<file path="src/swr_pkg.sv">
package swr_pkg;
	// Register offsets (byte addresses on the 16-bit register port)
	localparam logic [15:0] PWR_CTRL_ADDR = 16'hC00A;
	localparam logic [15:0] IRQ_STAT_ADDR = 16'hC0F0;
	localparam logic [15:0] IRQ_MASK_ADDR = 16'hC0F2;
	localparam logic [15:0] USB_REG_A_ADDR = 16'hC090;
	localparam logic [15:0] USB_REG_B_ADDR = 16'hC0B0;
	// Power control field positions
	localparam int HALT_BIT = 0;
	localparam int SLEEP_BIT = 1;
	localparam int BOOST_OK_BIT = 2;
	localparam int GPI_WAKE_BIT = 4;
	localparam int HPI_WAKE_BIT = 7;
	localparam int SPI_WAKE_BIT = 8;
	localparam int HSS_WAKE_BIT = 9;
	localparam int OTG_WAKE_BIT = 11;
	localparam int USB_WAKE_LO = 12;
	// Writable bits of the power control register
	localparam logic [15:0] PWR_WR_MASK = 16'hFB93;
	localparam logic [15:0] PWR_RESET = 16'h0000;
	localparam logic [15:0] USB_REG_A_RESET = 16'h0000;
	localparam logic [15:0] USB_REG_B_RESET = 16'h0000;
	// Status bits: 0 wake seen, 1 usb resume, 2 settle done
	localparam int ST_WAKE = 0;
	localparam int ST_RESUME = 1;
	localparam int ST_READY = 2;
	localparam int ST_W = 3;
	// Boot vectors
	localparam logic [15:0] RESET_VECTOR = 16'hFF00;
	localparam logic [15:0] BOOT_ROM_START = 16'hE000;
	// Timing
	localparam int CLK_MHZ = 200;
	localparam int PLL_SETTLE_US = 200;
	localparam int PLL_SETTLE_CYC = PLL_SETTLE_US * CLK_MHZ;
	localparam int CNT_W = 16;

	typedef enum {
		SWR_RUN,
		SWR_SLEEP,
		SWR_SETTLE
	} swr_state_t;

	// Wake event sources, already synchronous to ref_clk
	typedef struct packed {
		logic [3:0] usb_resume;
		logic otg_bus_power_pin;
		logic otg_role_sense;
		logic host_parallel_port_rd;
		logic fast_serial_link_rd;
		logic spi_rd;
		logic pin24_edge_wake;
		logic pin25_edge_wake;
	} swr_wake_t;

	// Register port request
	typedef struct packed {
		logic [15:0] addr;
		logic [15:0] wdata;
		logic wr;
		logic rd;
	} swr_bus_t;
endpackage

</file>
<file path="src/swr_sleep_wake_ctrl.sv">
// Chosen here: the address-and-strobe port.
`timescale 1ns/100ps
module swr_sleep_wake_ctrl
(
	input wire logic ref_clk,
	input wire logic sys_rst,
	input wire swr_pkg::swr_bus_t bus,
	output logic [15:0] rdata,
	input wire swr_pkg::swr_wake_t wake,
	input wire logic usb_bus_reset,
	input wire logic boost_ok,
	input wire logic [31:0] gpio_dir_in,
	input wire logic [31:0] gpio_out_in,
	input wire logic [15:0] mem_addr_in,
	output logic [31:0] gpio_dir,
	output logic [31:0] gpio_out,
	output logic [15:0] mem_addr,
	output logic crystal_drive_en,
	output logic pll_en,
	output logic booster_en,
	output logic usb_xcvr_en,
	output logic cpu_run,
	output logic cpu_wake_irq,
	output logic [15:0] fetch_addr,
	output logic fetch_valid,
	output logic host_port_irq_out,
	output logic irq
);
	import swr_pkg::*;

	swr_state_t state_reg;
	logic [15:0] pwr_reg;
	logic [15:0] usb_a_reg;
	logic [15:0] usb_b_reg;
	logic [ST_W-1:0] stat_reg;
	logic [ST_W-1:0] mask_reg;
	logic [31:0] gpio_dir_reg;
	logic [31:0] gpio_out_reg;
	logic [15:0] mem_addr_reg;
	logic role_prev_reg;
	logic pin24_prev_reg;
	logic pin25_prev_reg;
	logic boot_pending_reg;
	logic [1:0] fetch_step_reg;
	logic cpu_wake_irq_reg;
	logic settle_start;
	logic settle_busy;
	logic settle_done;
	logic usb_wake;
	logic other_wake;
	logic any_wake;
	logic resume_seen;
	logic wr_pwr;
	logic wr_stat;
	logic [ST_W-1:0] stat_set;
	logic [15:0] rd_mux;

	// Decode of register writes
	assign wr_pwr = bus.wr && (bus.addr == PWR_CTRL_ADDR);
	assign wr_stat = bus.wr && (bus.addr == IRQ_STAT_ADDR);

	// Wake qualification; bus power wakes on level, pins on either edge
	assign usb_wake = |(wake.usb_resume & pwr_reg[USB_WAKE_LO +: 4]);
	assign other_wake =
		(pwr_reg[OTG_WAKE_BIT] && (wake.otg_bus_power_pin ||
			(wake.otg_role_sense != role_prev_reg))) ||
		(pwr_reg[HPI_WAKE_BIT] && wake.host_parallel_port_rd) ||
		(pwr_reg[HSS_WAKE_BIT] && wake.fast_serial_link_rd) ||
		(pwr_reg[SPI_WAKE_BIT] && wake.spi_rd) ||
		(pwr_reg[GPI_WAKE_BIT] && ((wake.pin24_edge_wake != pin24_prev_reg) ||
			(wake.pin25_edge_wake != pin25_prev_reg)));
	assign any_wake = usb_wake || other_wake;
	assign resume_seen = |wake.usb_resume;

	// Settle counter starts on wake or on reset release
	assign settle_start = ((state_reg == SWR_SLEEP) && any_wake) || boot_pending_reg;

	swr_settle_timer #(
		.CYCLES(PLL_SETTLE_CYC)
	) u_settle (
		.ref_clk(ref_clk),
		.sys_rst(sys_rst),
		.start(settle_start),
		.busy(settle_busy),
		.done(settle_done)
	);

	// One-cycle flag after reset release so settle wait follows every reset
	always_ff @(posedge ref_clk)
	begin
		if (sys_rst)
			boot_pending_reg <= 1'b1;
		else
			boot_pending_reg <= 1'b0;
	end

	// Sleep sequencer
	always_ff @(posedge ref_clk)
	begin
		if (sys_rst)
			state_reg <= SWR_SETTLE;
		else
		begin
			unique case (state_reg)
				SWR_RUN:
					if (wr_pwr && bus.wdata[SLEEP_BIT])
						state_reg <= SWR_SLEEP;
				SWR_SLEEP:
					if (any_wake)
						state_reg <= SWR_SETTLE;
				SWR_SETTLE:
					if (!settle_start && !settle_busy)
						state_reg <= SWR_RUN;
			endcase
		end
	end

	// Power control register; sleep bit self-clears on wake
	always_ff @(posedge ref_clk)
	begin
		if (sys_rst)
			pwr_reg <= PWR_RESET;
		else if (wr_pwr)
			pwr_reg <= bus.wdata & PWR_WR_MASK;
		else if ((state_reg == SWR_SLEEP) && any_wake)
			pwr_reg[SLEEP_BIT] <= 1'b0;
	end

	// Registers touched by a USB bus reset, and nothing else is
	always_ff @(posedge ref_clk)
	begin
		if (sys_rst || usb_bus_reset)
		begin
			usb_a_reg <= USB_REG_A_RESET;
			usb_b_reg <= USB_REG_B_RESET;
		end
		else if (bus.wr && (bus.addr == USB_REG_A_ADDR))
			usb_a_reg <= bus.wdata;
		else if (bus.wr && (bus.addr == USB_REG_B_ADDR))
			usb_b_reg <= bus.wdata;
	end

	// Edge history for the edge-sensitive wake inputs
	always_ff @(posedge ref_clk)
	begin
		if (sys_rst)
		begin
			role_prev_reg <= 1'b0;
			pin24_prev_reg <= 1'b0;
			pin25_prev_reg <= 1'b0;
		end
		else
		begin
			role_prev_reg <= wake.otg_role_sense;
			pin24_prev_reg <= wake.pin24_edge_wake;
			pin25_prev_reg <= wake.pin25_edge_wake;
		end
	end

	// Sticky status; set wins over a write-one clear
	assign stat_set[ST_WAKE] = (state_reg == SWR_SLEEP) && any_wake;
	assign stat_set[ST_RESUME] = resume_seen;
	assign stat_set[ST_READY] = settle_done;

	always_ff @(posedge ref_clk)
	begin
		if (sys_rst)
		begin
			stat_reg <= '0;
			mask_reg <= '0;
		end
		else
		begin
			stat_reg <= (stat_reg & ~(wr_stat ? bus.wdata[ST_W-1:0] : '0)) | stat_set;
			if (bus.wr && (bus.addr == IRQ_MASK_ADDR))
				mask_reg <= bus.wdata[ST_W-1:0];
		end
	end

	assign irq = |(stat_reg & mask_reg);
	assign host_port_irq_out = stat_reg[ST_RESUME];

	// CPU wake interrupt only for non-USB wake sources
	always_ff @(posedge ref_clk)
	begin
		if (sys_rst)
			cpu_wake_irq_reg <= 1'b0;
		else if ((state_reg == SWR_SLEEP) && other_wake)
			cpu_wake_irq_reg <= 1'b1;
		else if (state_reg == SWR_RUN)
			cpu_wake_irq_reg <= 1'b0;
	end
	assign cpu_wake_irq = cpu_wake_irq_reg && (state_reg == SWR_RUN);

	// Pin parking: GPIO frozen, address bus pulled low while asleep
	always_ff @(posedge ref_clk)
	begin
		if (sys_rst)
		begin
			gpio_dir_reg <= '0;
			gpio_out_reg <= '0;
			mem_addr_reg <= '0;
		end
		else if (state_reg == SWR_SLEEP)
		begin
			mem_addr_reg <= '0;
		end
		else
		begin
			gpio_dir_reg <= gpio_dir_in;
			gpio_out_reg <= gpio_out_in;
			mem_addr_reg <= (wr_pwr && bus.wdata[SLEEP_BIT]) ? '0 : mem_addr_in;
		end
	end
	// Frozen copies keep GPIO pin state across sleep
	assign gpio_dir = gpio_dir_reg;
	assign gpio_out = gpio_out_reg;
	assign mem_addr = mem_addr_reg;

	// Clock and analog power enables
	assign crystal_drive_en = (state_reg != SWR_SLEEP);
	assign pll_en = (state_reg != SWR_SLEEP);
	assign booster_en = (state_reg != SWR_SLEEP);
	assign usb_xcvr_en = (state_reg != SWR_SLEEP);
	assign cpu_run = (state_reg == SWR_RUN);

	// Boot fetch: reset vector then jump target, once per reset
	always_ff @(posedge ref_clk)
	begin
		if (sys_rst)
			fetch_step_reg <= 2'h0;
		else if ((state_reg == SWR_RUN) && (fetch_step_reg != 2'h2))
			fetch_step_reg <= fetch_step_reg + 2'h1;
	end
	assign fetch_valid = (state_reg == SWR_RUN) && (fetch_step_reg != 2'h2);
	assign fetch_addr = (fetch_step_reg == 2'h0) ? RESET_VECTOR : BOOT_ROM_START;

	// Read mux, zero for unmapped addresses
	always_comb
	begin
		rd_mux = 16'h0000;
		unique case (bus.addr)
			PWR_CTRL_ADDR:
				rd_mux = (pwr_reg & PWR_WR_MASK) | (16'(boost_ok) << BOOST_OK_BIT);
			IRQ_STAT_ADDR:
				rd_mux = {13'h0000, stat_reg};
			IRQ_MASK_ADDR:
				rd_mux = {13'h0000, mask_reg};
			USB_REG_A_ADDR:
				rd_mux = usb_a_reg;
			USB_REG_B_ADDR:
				rd_mux = usb_b_reg;
			default:
				rd_mux = 16'h0000;
		endcase
	end

	// Read data stands the cycle after the strobe only
	always_ff @(posedge ref_clk)
	begin
		if (sys_rst)
			rdata <= 16'h0000;
		else if (bus.rd)
			rdata <= rd_mux;
		else
			rdata <= 16'h0000;
	end
endmodule // swr_sleep_wake_ctrl

</file>
<file path="src/swr_settle_timer.sv">
`timescale 1ns/100ps
module swr_settle_timer
	import swr_pkg::*;
#(
	parameter int CYCLES = 40000
)
(
	input wire logic ref_clk,
	input wire logic sys_rst,
	input wire logic start,
	output logic busy,
	output logic done
);
	import swr_pkg::*;
	logic [CNT_W-1:0] cnt_reg;

	// Down counter; reload on start, one-cycle done at zero
	always_ff @(posedge ref_clk)
	begin
		if (sys_rst)
		begin
			cnt_reg <= '0;
			done <= 1'b0;
		end
		else if (start)
		begin
			cnt_reg <= CNT_W'(CYCLES);
			done <= 1'b0;
		end
		else if (cnt_reg != '0)
		begin
			cnt_reg <= cnt_reg - 1'b1;
			done <= (cnt_reg == CNT_W'(1));
		end
		else
			done <= 1'b0;
	end

	assign busy = (cnt_reg != '0);
endmodule // swr_settle_timer

</file>
<file path="config.mk">
export PLATFORM = sky130hd
export DESIGN_NAME = swr_sleep_wake_ctrl
export DESIGN_NICKNAME = d
export VERILOG_FILES = /design/src/swr_pkg.sv /design/src/swr_sleep_wake_ctrl.sv /design/src/swr_settle_timer.sv
export SDC_FILE = /design/constraint.sdc
export NUM_CORES = 1
export LEC_CHECK = 0
export ABC_AREA = 1
export ABC_CLOCK_PERIOD_IN_PS = 2350
export BUFFER_PORTS_ARGS = -buffer_cell sky130_fd_sc_hd__buf_4
export CAP_MARGIN = 20
export CORE_MARGIN = 2
export CORE_UTILIZATION = 51
export CTS_BUF_LIST = sky130_fd_sc_hd__clkbuf_2 sky130_fd_sc_hd__clkbuf_4 sky130_fd_sc_hd__clkbuf_8
export CTS_CLUSTER_DIAMETER = 100
export DETAILED_ROUTE_END_ITERATION = 16
export PLACE_DENSITY = 0.9
export REMOVE_ABC_BUFFERS = 1
export SYNTH_ARGS = -nofsm -noshare
export SYNTH_HDL_FRONTEND = slang
export SYNTH_HIERARCHICAL = 1
export SYNTH_SLANG_ARGS = --single-unit
export TNS_END_PERCENT = 50
</file>
<file path="constraint.sdc">
create_clock -name ref_clk -period 2.35 [get_ports ref_clk]
set_input_delay 0.47 -clock ref_clk [delete_from_list [all_inputs] [get_ports ref_clk]]
set_output_delay 0.47 -clock ref_clk [all_outputs]
set_load 0.01 [all_outputs]
</file>
==> summary.txt, run 1 <==
Clock tree
  • # clock sinks: around 170
  • TritonCTS clock tree: yes
  • Clk buf depth: 2
  • Post-CTS Resized: 0
  • Cts hold-fix bufs: 0
  • Setup bufs post-CTS: 0
  • Num CTS Buffers: 17
  • Clock latency on the worst-skew pair: about 460 ps
  • CTS root buf: clkbuf_8
  • Worst-path clk slew: around 80 ps
  • H-tree Lvls: 4

Route
  • Drt first-iter violations: 662
  • Total wire length: 19400 um
  • Post-DRT Antenna Nets: 0
  • Routed length per placed instance: 14.7 um
  • Via-to-Cell Ratio: 5.11
  • DRC viols: 0
  • Via count: 6727
  • DRT Pass-1 Iters: 6

Pwr
  • LEAKAGE: 4.48 nW
  • Pwr Density: 740 nW/um^2
  • Worst VDD drop: between 0.0005 and 0.0006 V
  • Tot Pwr: 6.84 mW

Die
  • FP Rows: 42
  • Die Y: 121 um
  • I/O Pins: 250
  • Initial core utilization: 52.5%
  • Die area: roughly 15000 sq um
  • Die W: 121 um
  • Core box area: roughly 13000 sq um

Synth
  • Synthesized area: 7010 sq um
  • Mapped Cells: 906
  • Top-count cell post-synth: nor2_1
  • Ys async rst share: 0%
  • Sequential area share after synthesis: 48.8%
  • Yosys Warn Count: 6
  • Post-synth top area cell: dfxtp_1
  • EDFF count, synth: 0
  • Post-synth top cells: 202 x nor2_1, 171 x dfxtp_1, 99 x o21ai_0, 95 x nand2_1, 92 x inv_1
  • Primary FF master, synth: dfxtp_1
  • Leading cell types by total area after synthesis: dfxtp_1 49%, nor2_1 11%, o21ai_0 7.1%
  • Mean Syn Cell Area: 7.74 sq um
  • Yosys cell types: 44
  • Synth top area share: 48.8%
  • #FFs+latches synth: around 170

STA
  • Measured slew at the worst slew-check pin: 681 ps
  • Worst hold slack: 228 ps
  • FMAX: 0.459 GHz
  • RSZ-0062 raised after global routing: no
  • Final min period: 2180 ps
  • Final hold viol count: 0
  • Final Max Slew Viols: 0
  • Worst slew margin: between 50 and 60%
  • Clock skew: 10.9 ps
  • Final setup vio count: 0
  • Final Cycle Share: 92.7%

Layout
  • Finished Cell Area: 9240 sq um
  • Filler cells: 1048
  • Layout cells sized above 1: 29.0%
  • # nets final: roughly 1.3k
  • Antenna diodes: 0
  • Syn-to-layout area delta: 31.9%

Critical path
  • Crit path required time: about 1900 ps
  • CP cell instances: inv_1 -> ha_1 -> inv_1 -> nor2_1 -> buf_4
  • Worst path max stage delay: 340 ps
  • CP dominant cell by count: inv_1
  • Worst Setup End Kind: primary output
  • Crit-path slowest cell: dfxtp_1
  • WP data arrival: about 1700 ps
  • Crit-path max FO: 4
  • CP startpoint kind: register
  • CP Class: reg -> out

GRT
  • Met2 Usage GRT: 44.0%
  • Initial antenna violation count: 0
  • Most used routing layer in global routing: met2
  • First-pass GRT wire length: 30300 um
  • GR Layer Usage met3: 6.34%
  • Overall Global Routing Usage: between 20% and 30%
  • Vias in the first global route: 6311
  • Global route overflow: 0
  • GR Util met1: 31.4%
  • Largest net degree at the start of global routing: 67

Min path
  • Hold Crit Class: in -> reg

Job
  • Max cap viols: 0

Run status
  • Status: finished clean

Placement
  • I/O Buffers: 238
  • Placement Cell Area: a little under 9000 sq um
  • GP Congestion: 0.889
  • HPWL after DPL: 14100 um
final cells by class:
| cell class | count | area (sq um) | area share, % |
|---|---|---|---|
| repair buffers | 248 | 1890 | 20.4 |
| well taps | 176 | 220 | 2.38 |
| clock inverters | 13 | 166 | 1.80 |
| clock buffers | 19 | 255 | 2.76 |
| multi-input cells | 590 | 2920 | 31.6 |
| flip-flops and latches | 171 | 3420 | 37.0 |
| inverters | 99 | 372 | 4.02 |
where the power goes:
group,switching [mW],internal [mW]
Sequential,0.113,3.09
Combinational,0.820,0.649
Clock,1.07,1.10
Total,2.00,4.84
layer usage:
metal / vias to the layer above / part of all wire, %
met2: 311 / 49
met3: 44 / 9.2
met4: 0 / 2.8
met5: - / 0
li1: 3324 / -
met1: 3048 / 39
cells in the final DEF, fill, tap and decap left out, drive strengths merged, types with 11 or more instances in the layout:
cell | netlist | layout
dfxtp | 171 | 171
clkbuf | 19 | 19
nand2 | 100 | 100
buf | 36 | 248
a21oi | 58 | 58
nand3 | 29 | 29
nor2 | 217 | 217
o21ai | 111 | 111
inv | 97 | 101
conb | 2 | 11
nand4 | 14 | 14
cells by family after synthesis:
kind of cell | synth area share (%)
other | 0.107
AND/OR/NAND/NOR | 23.8
flip-flops | 48.8
AO/OA/AOI/OAI | 15.2
XOR/XNOR | 0.750
adder cells (fa/ha/maj) | 1.25
buffers and inverters | 10.0
final timing paths:
path | slack (ps) | end | depth (start not counted) | from
setup reg to reg | 510 | state_reg[1] | 11 | u_settle/cnt_reg[0]
hold reg to reg | 460 | usb_a_reg[12] | 2 | usb_a_reg[12]
setup / recovery | 170 | fetch_valid | 5 | state_reg[0]
hold / removal | 230 | mem_addr[10] | 3 | mem_addr_in[10]
critical path: cells and delay by family (launching register included):
| kind | cells | cell delay (ps) |
|---|---|---|
| adder cells (fa/ha/maj) | 1 | 300 |
| buffers and inverters | 3 | 360 |
| flip-flops | 1 | 340 |
| AND/OR/NAND/NOR | 1 | 260 |
per-stage QoR:
| stage | utilization [%] | cells | setup TNS, ps | worst slack (ps) |
|---|---|---|---|---|
| 3_3_place_gp | 66.1 | 1284 | 0 | 402 |
| 2_1_floorplan | - | 860 | -51570 | -810 |
| 6_report | 69.3 | 1316 | 0 | 171 |
| 5_1_grt | 69.3 | 1316 | 0 | 98.4 |
| 3_5_place_dp | 66.1 | 1284 | 0 | 286 |
| 4_1_cts | 69.3 | 1316 | 0 | 151 |
(Power assumes the default switching activity.)
==> run 2: changes to the inputs <==
Settings changed: GPL_TIMING_DRIVEN from default to 0.
==> summary.txt, run 2 (synthesis results as in run 1) <==
Run status
  • Status: finished clean (unchanged)

Critical path
  • CP startpoint kind: register (unchanged)
  • Worst r2r src: pin25_prev_reg (was u_settle/cnt_reg[0])
  • Crit path from: state_reg[1] (was state_reg[0])
  • Crit path required time: 1880 ps (about the same)
  • Worst Setup End Kind: primary output (unchanged)
  • Crit-path max FO: 4 (unchanged)
  • WP data arrival: 1770 ps (was 1710 ps)
  • CP Class: reg -> out (unchanged)

GRT
  • Most used routing layer in global routing: met2 (unchanged)
  • Vias in the first global route: 6215 (was 6311)
  • Initial antenna violation count: 0 (unchanged)
  • Largest net degree at the start of global routing: 80 (was 67)
  • Overall Global Routing Usage: 25.6% (was 26.0%)
  • First-pass GRT wire length: 29900 um (was 30300 um)
  • Met2 Usage GRT: 44.8% (was 44.0%)
  • Global route overflow: 0 (unchanged)
  • GR Util met1: 30.5% (was 31.4%)
  • GR Layer Usage met3: 6.95% (was 6.34%)

Die
  • Initial core utilization: 52.5% (unchanged)
  • Die area: 14700 sq um (unchanged)
  • I/O Pins: 250 (unchanged)
  • Die Y: 121 um (unchanged)
  • Core box area: 13300 sq um (unchanged)
  • FP Rows: 42 (unchanged)
  • Die W: 121 um (unchanged)

Clock tree
  • CTS root buf: clkbuf_8 (unchanged)
  • # clock sinks: 171 (unchanged)
  • H-tree Lvls: 4 (unchanged)
  • Clk buf depth: 2 (unchanged)
  • Num CTS Buffers: 17 (unchanged)
  • Cts hold-fix bufs: 0 (unchanged)
  • Clock latency on the worst-skew pair: 450 ps (was 460 ps)
  • TritonCTS clock tree: yes (unchanged)
  • Worst-path clk slew: 80 ps (about the same)

Pwr
  • Reg power frac: 47.7% (was 46.8%)
  • Part of the power in the clock network: 29.1% (was 31.7%)
  • Tot Pwr: 6.73 mW (was 6.84 mW)
  • Sw Pwr: 2.03 mW (was 2.00 mW)
  • Sw Ratio: 30.2% (was 29.2%)
  • P_int: 4.69 mW (was 4.84 mW)
  • Logic gate share of total power: 23.2% (was 21.5%)
  • Worst VDD drop: 0.000486 V (was 0.000517 V)
  • Pwr Density: 724 nW/um^2 (was 740 nW/um^2)
  • LEAKAGE: 4.50 nW (was 4.48 nW)

STA
  • Final Cycle Share: 95.5% (was 92.7%)
  • RSZ-0062 raised after global routing: no (unchanged)
  • Final min period: 2240 ps (was 2180 ps)
  • Final setup TNS: 0 ps (unchanged)
  • Final worst slack: 106 ps (was 171 ps)
  • Worst slew margin: 45.6% (was 54.2%)
  • Final setup vio count: 0 (unchanged)
  • Measured slew at the worst slew-check pin: 816 ps (was 681 ps)
  • Final Max Slew Viols: 0 (unchanged)
  • Final hold viol count: 0 (unchanged)
  • Worst hold slack: 241 ps (was 228 ps)
  • Clock skew: 17.7 ps (was 10.9 ps)
  • FMAX: 0.446 GHz (was 0.459 GHz)

Min path
  • Start point of the worst hold path: mem_addr_in[13] (was mem_addr_in[10])
  • Hold Crit Class: in -> reg (unchanged)

Layout
  • Antenna diodes: 0 (unchanged)
  • # nets final: 1261 (was 1263)
  • Layout cells sized above 1: 29.1% (was 29.0%)
  • Leading cell type in the layout, fill and taps excluded: buf_4 (unchanged)
  • Finished Cell Area: 9290 sq um (was 9240 sq um)
  • Syn-to-layout area delta: 32.5% (was 31.9%)
  • Filler cells: 1047 (was 1048)
  • Most frequent cells in the layout: 240 x buf_4, 201 x nor2_1, 171 x dfxtp_1 (was 246 x buf_4, 202 x nor2_1, 171 x dfxtp_1)

Route
  • DRC viols: 0 (unchanged)
  • Via-to-Cell Ratio: 5.13 (was 5.11)
  • DRT Pass-1 Iters: 5 (was 6)
  • Post-DRT Antenna Nets: 0 (unchanged)
  • Drt first-iter violations: 672 (was 662)
  • Total wire length: 19300 um (was 19400 um)
  • Via count: 6735 (was 6727)
  • Routed length per placed instance: 14.7 um (about the same)

Job
  • Max cap viols: 0 (unchanged)

Placement
  • I/O Buffers: 238 (unchanged)
  • GP Congestion: 0.883 (was 0.889)
  • Placement Cell Area: 8810 sq um (was 8820 sq um)
  • HPWL after DPL: 13500 um (was 14100 um)
  • Pre-CTS WS: -276 ps (was 286 ps)
-- run 2: through the flow --
stage	instances	util (%)
floorplan	860	-
global placement	1274	65.3
detailed placement	1278	66.0
CTS	1312	69.4
global route	1314	69.6
finish	1314	69.6
-- run 2: per-layer routing --
metal,vias up,wire length (um)
met4,0,422
met3,36,1680
li1,3322,-
met1,3073,7540
met5,-,0
met2,304,9660
-- run 2: critical path, stage by stage, from the launching register on --
cell	delay (ps)
dfxtp_1	330
inv_1	110
ha_1	340
inv_1	110
nor2_1	260
buf_4	180
-- run 2: power by group through the flow --
| stage | Sequential, mW | Combinational (mW) | Clock [mW] |
|---|---|---|---|
| 5_1_grt | 3.23 | 1.72 | 2.11 |
| 6_report | 3.21 | 1.56 | 1.96 |
| 3_3_place_gp | 3.26 | 1.43 | 0 |
| 4_1_cts | 3.21 | 1.56 | 1.98 |
| 2_1_floorplan | 3.32 | 0.700 | 0 |
| 3_5_place_dp | 3.27 | 1.49 | 0 |
-- run 2: layout make-up --
type	instances	area, sq um	area share, %
timing repair buffer	246	1960	21.1
clock buffer	19	255	2.75
multi-input combinational	590	2930	31.6
clock inverter	13	115	1.24
inverter	99	385	4.15
tap	176	220	2.37
sequential	171	3420	36.9
-- run 2: path summary, 6_finish.rpt --
kind              endpoint  slack, ps  cells past startpoint
max            fetch_valid        110                      5
min           mem_addr[13]        240                      3
max reg2reg  u_settle/done        460                     11
min reg2reg    stat_reg[2]        450                      2
-- run 2: timing repair --
item                                    CTS  global route
gates cloned                              2             0
pin swaps                                 0             1
endpoints found under the setup margin    4             7
gates resized for setup                   5             2
buffers inserted                          0             2
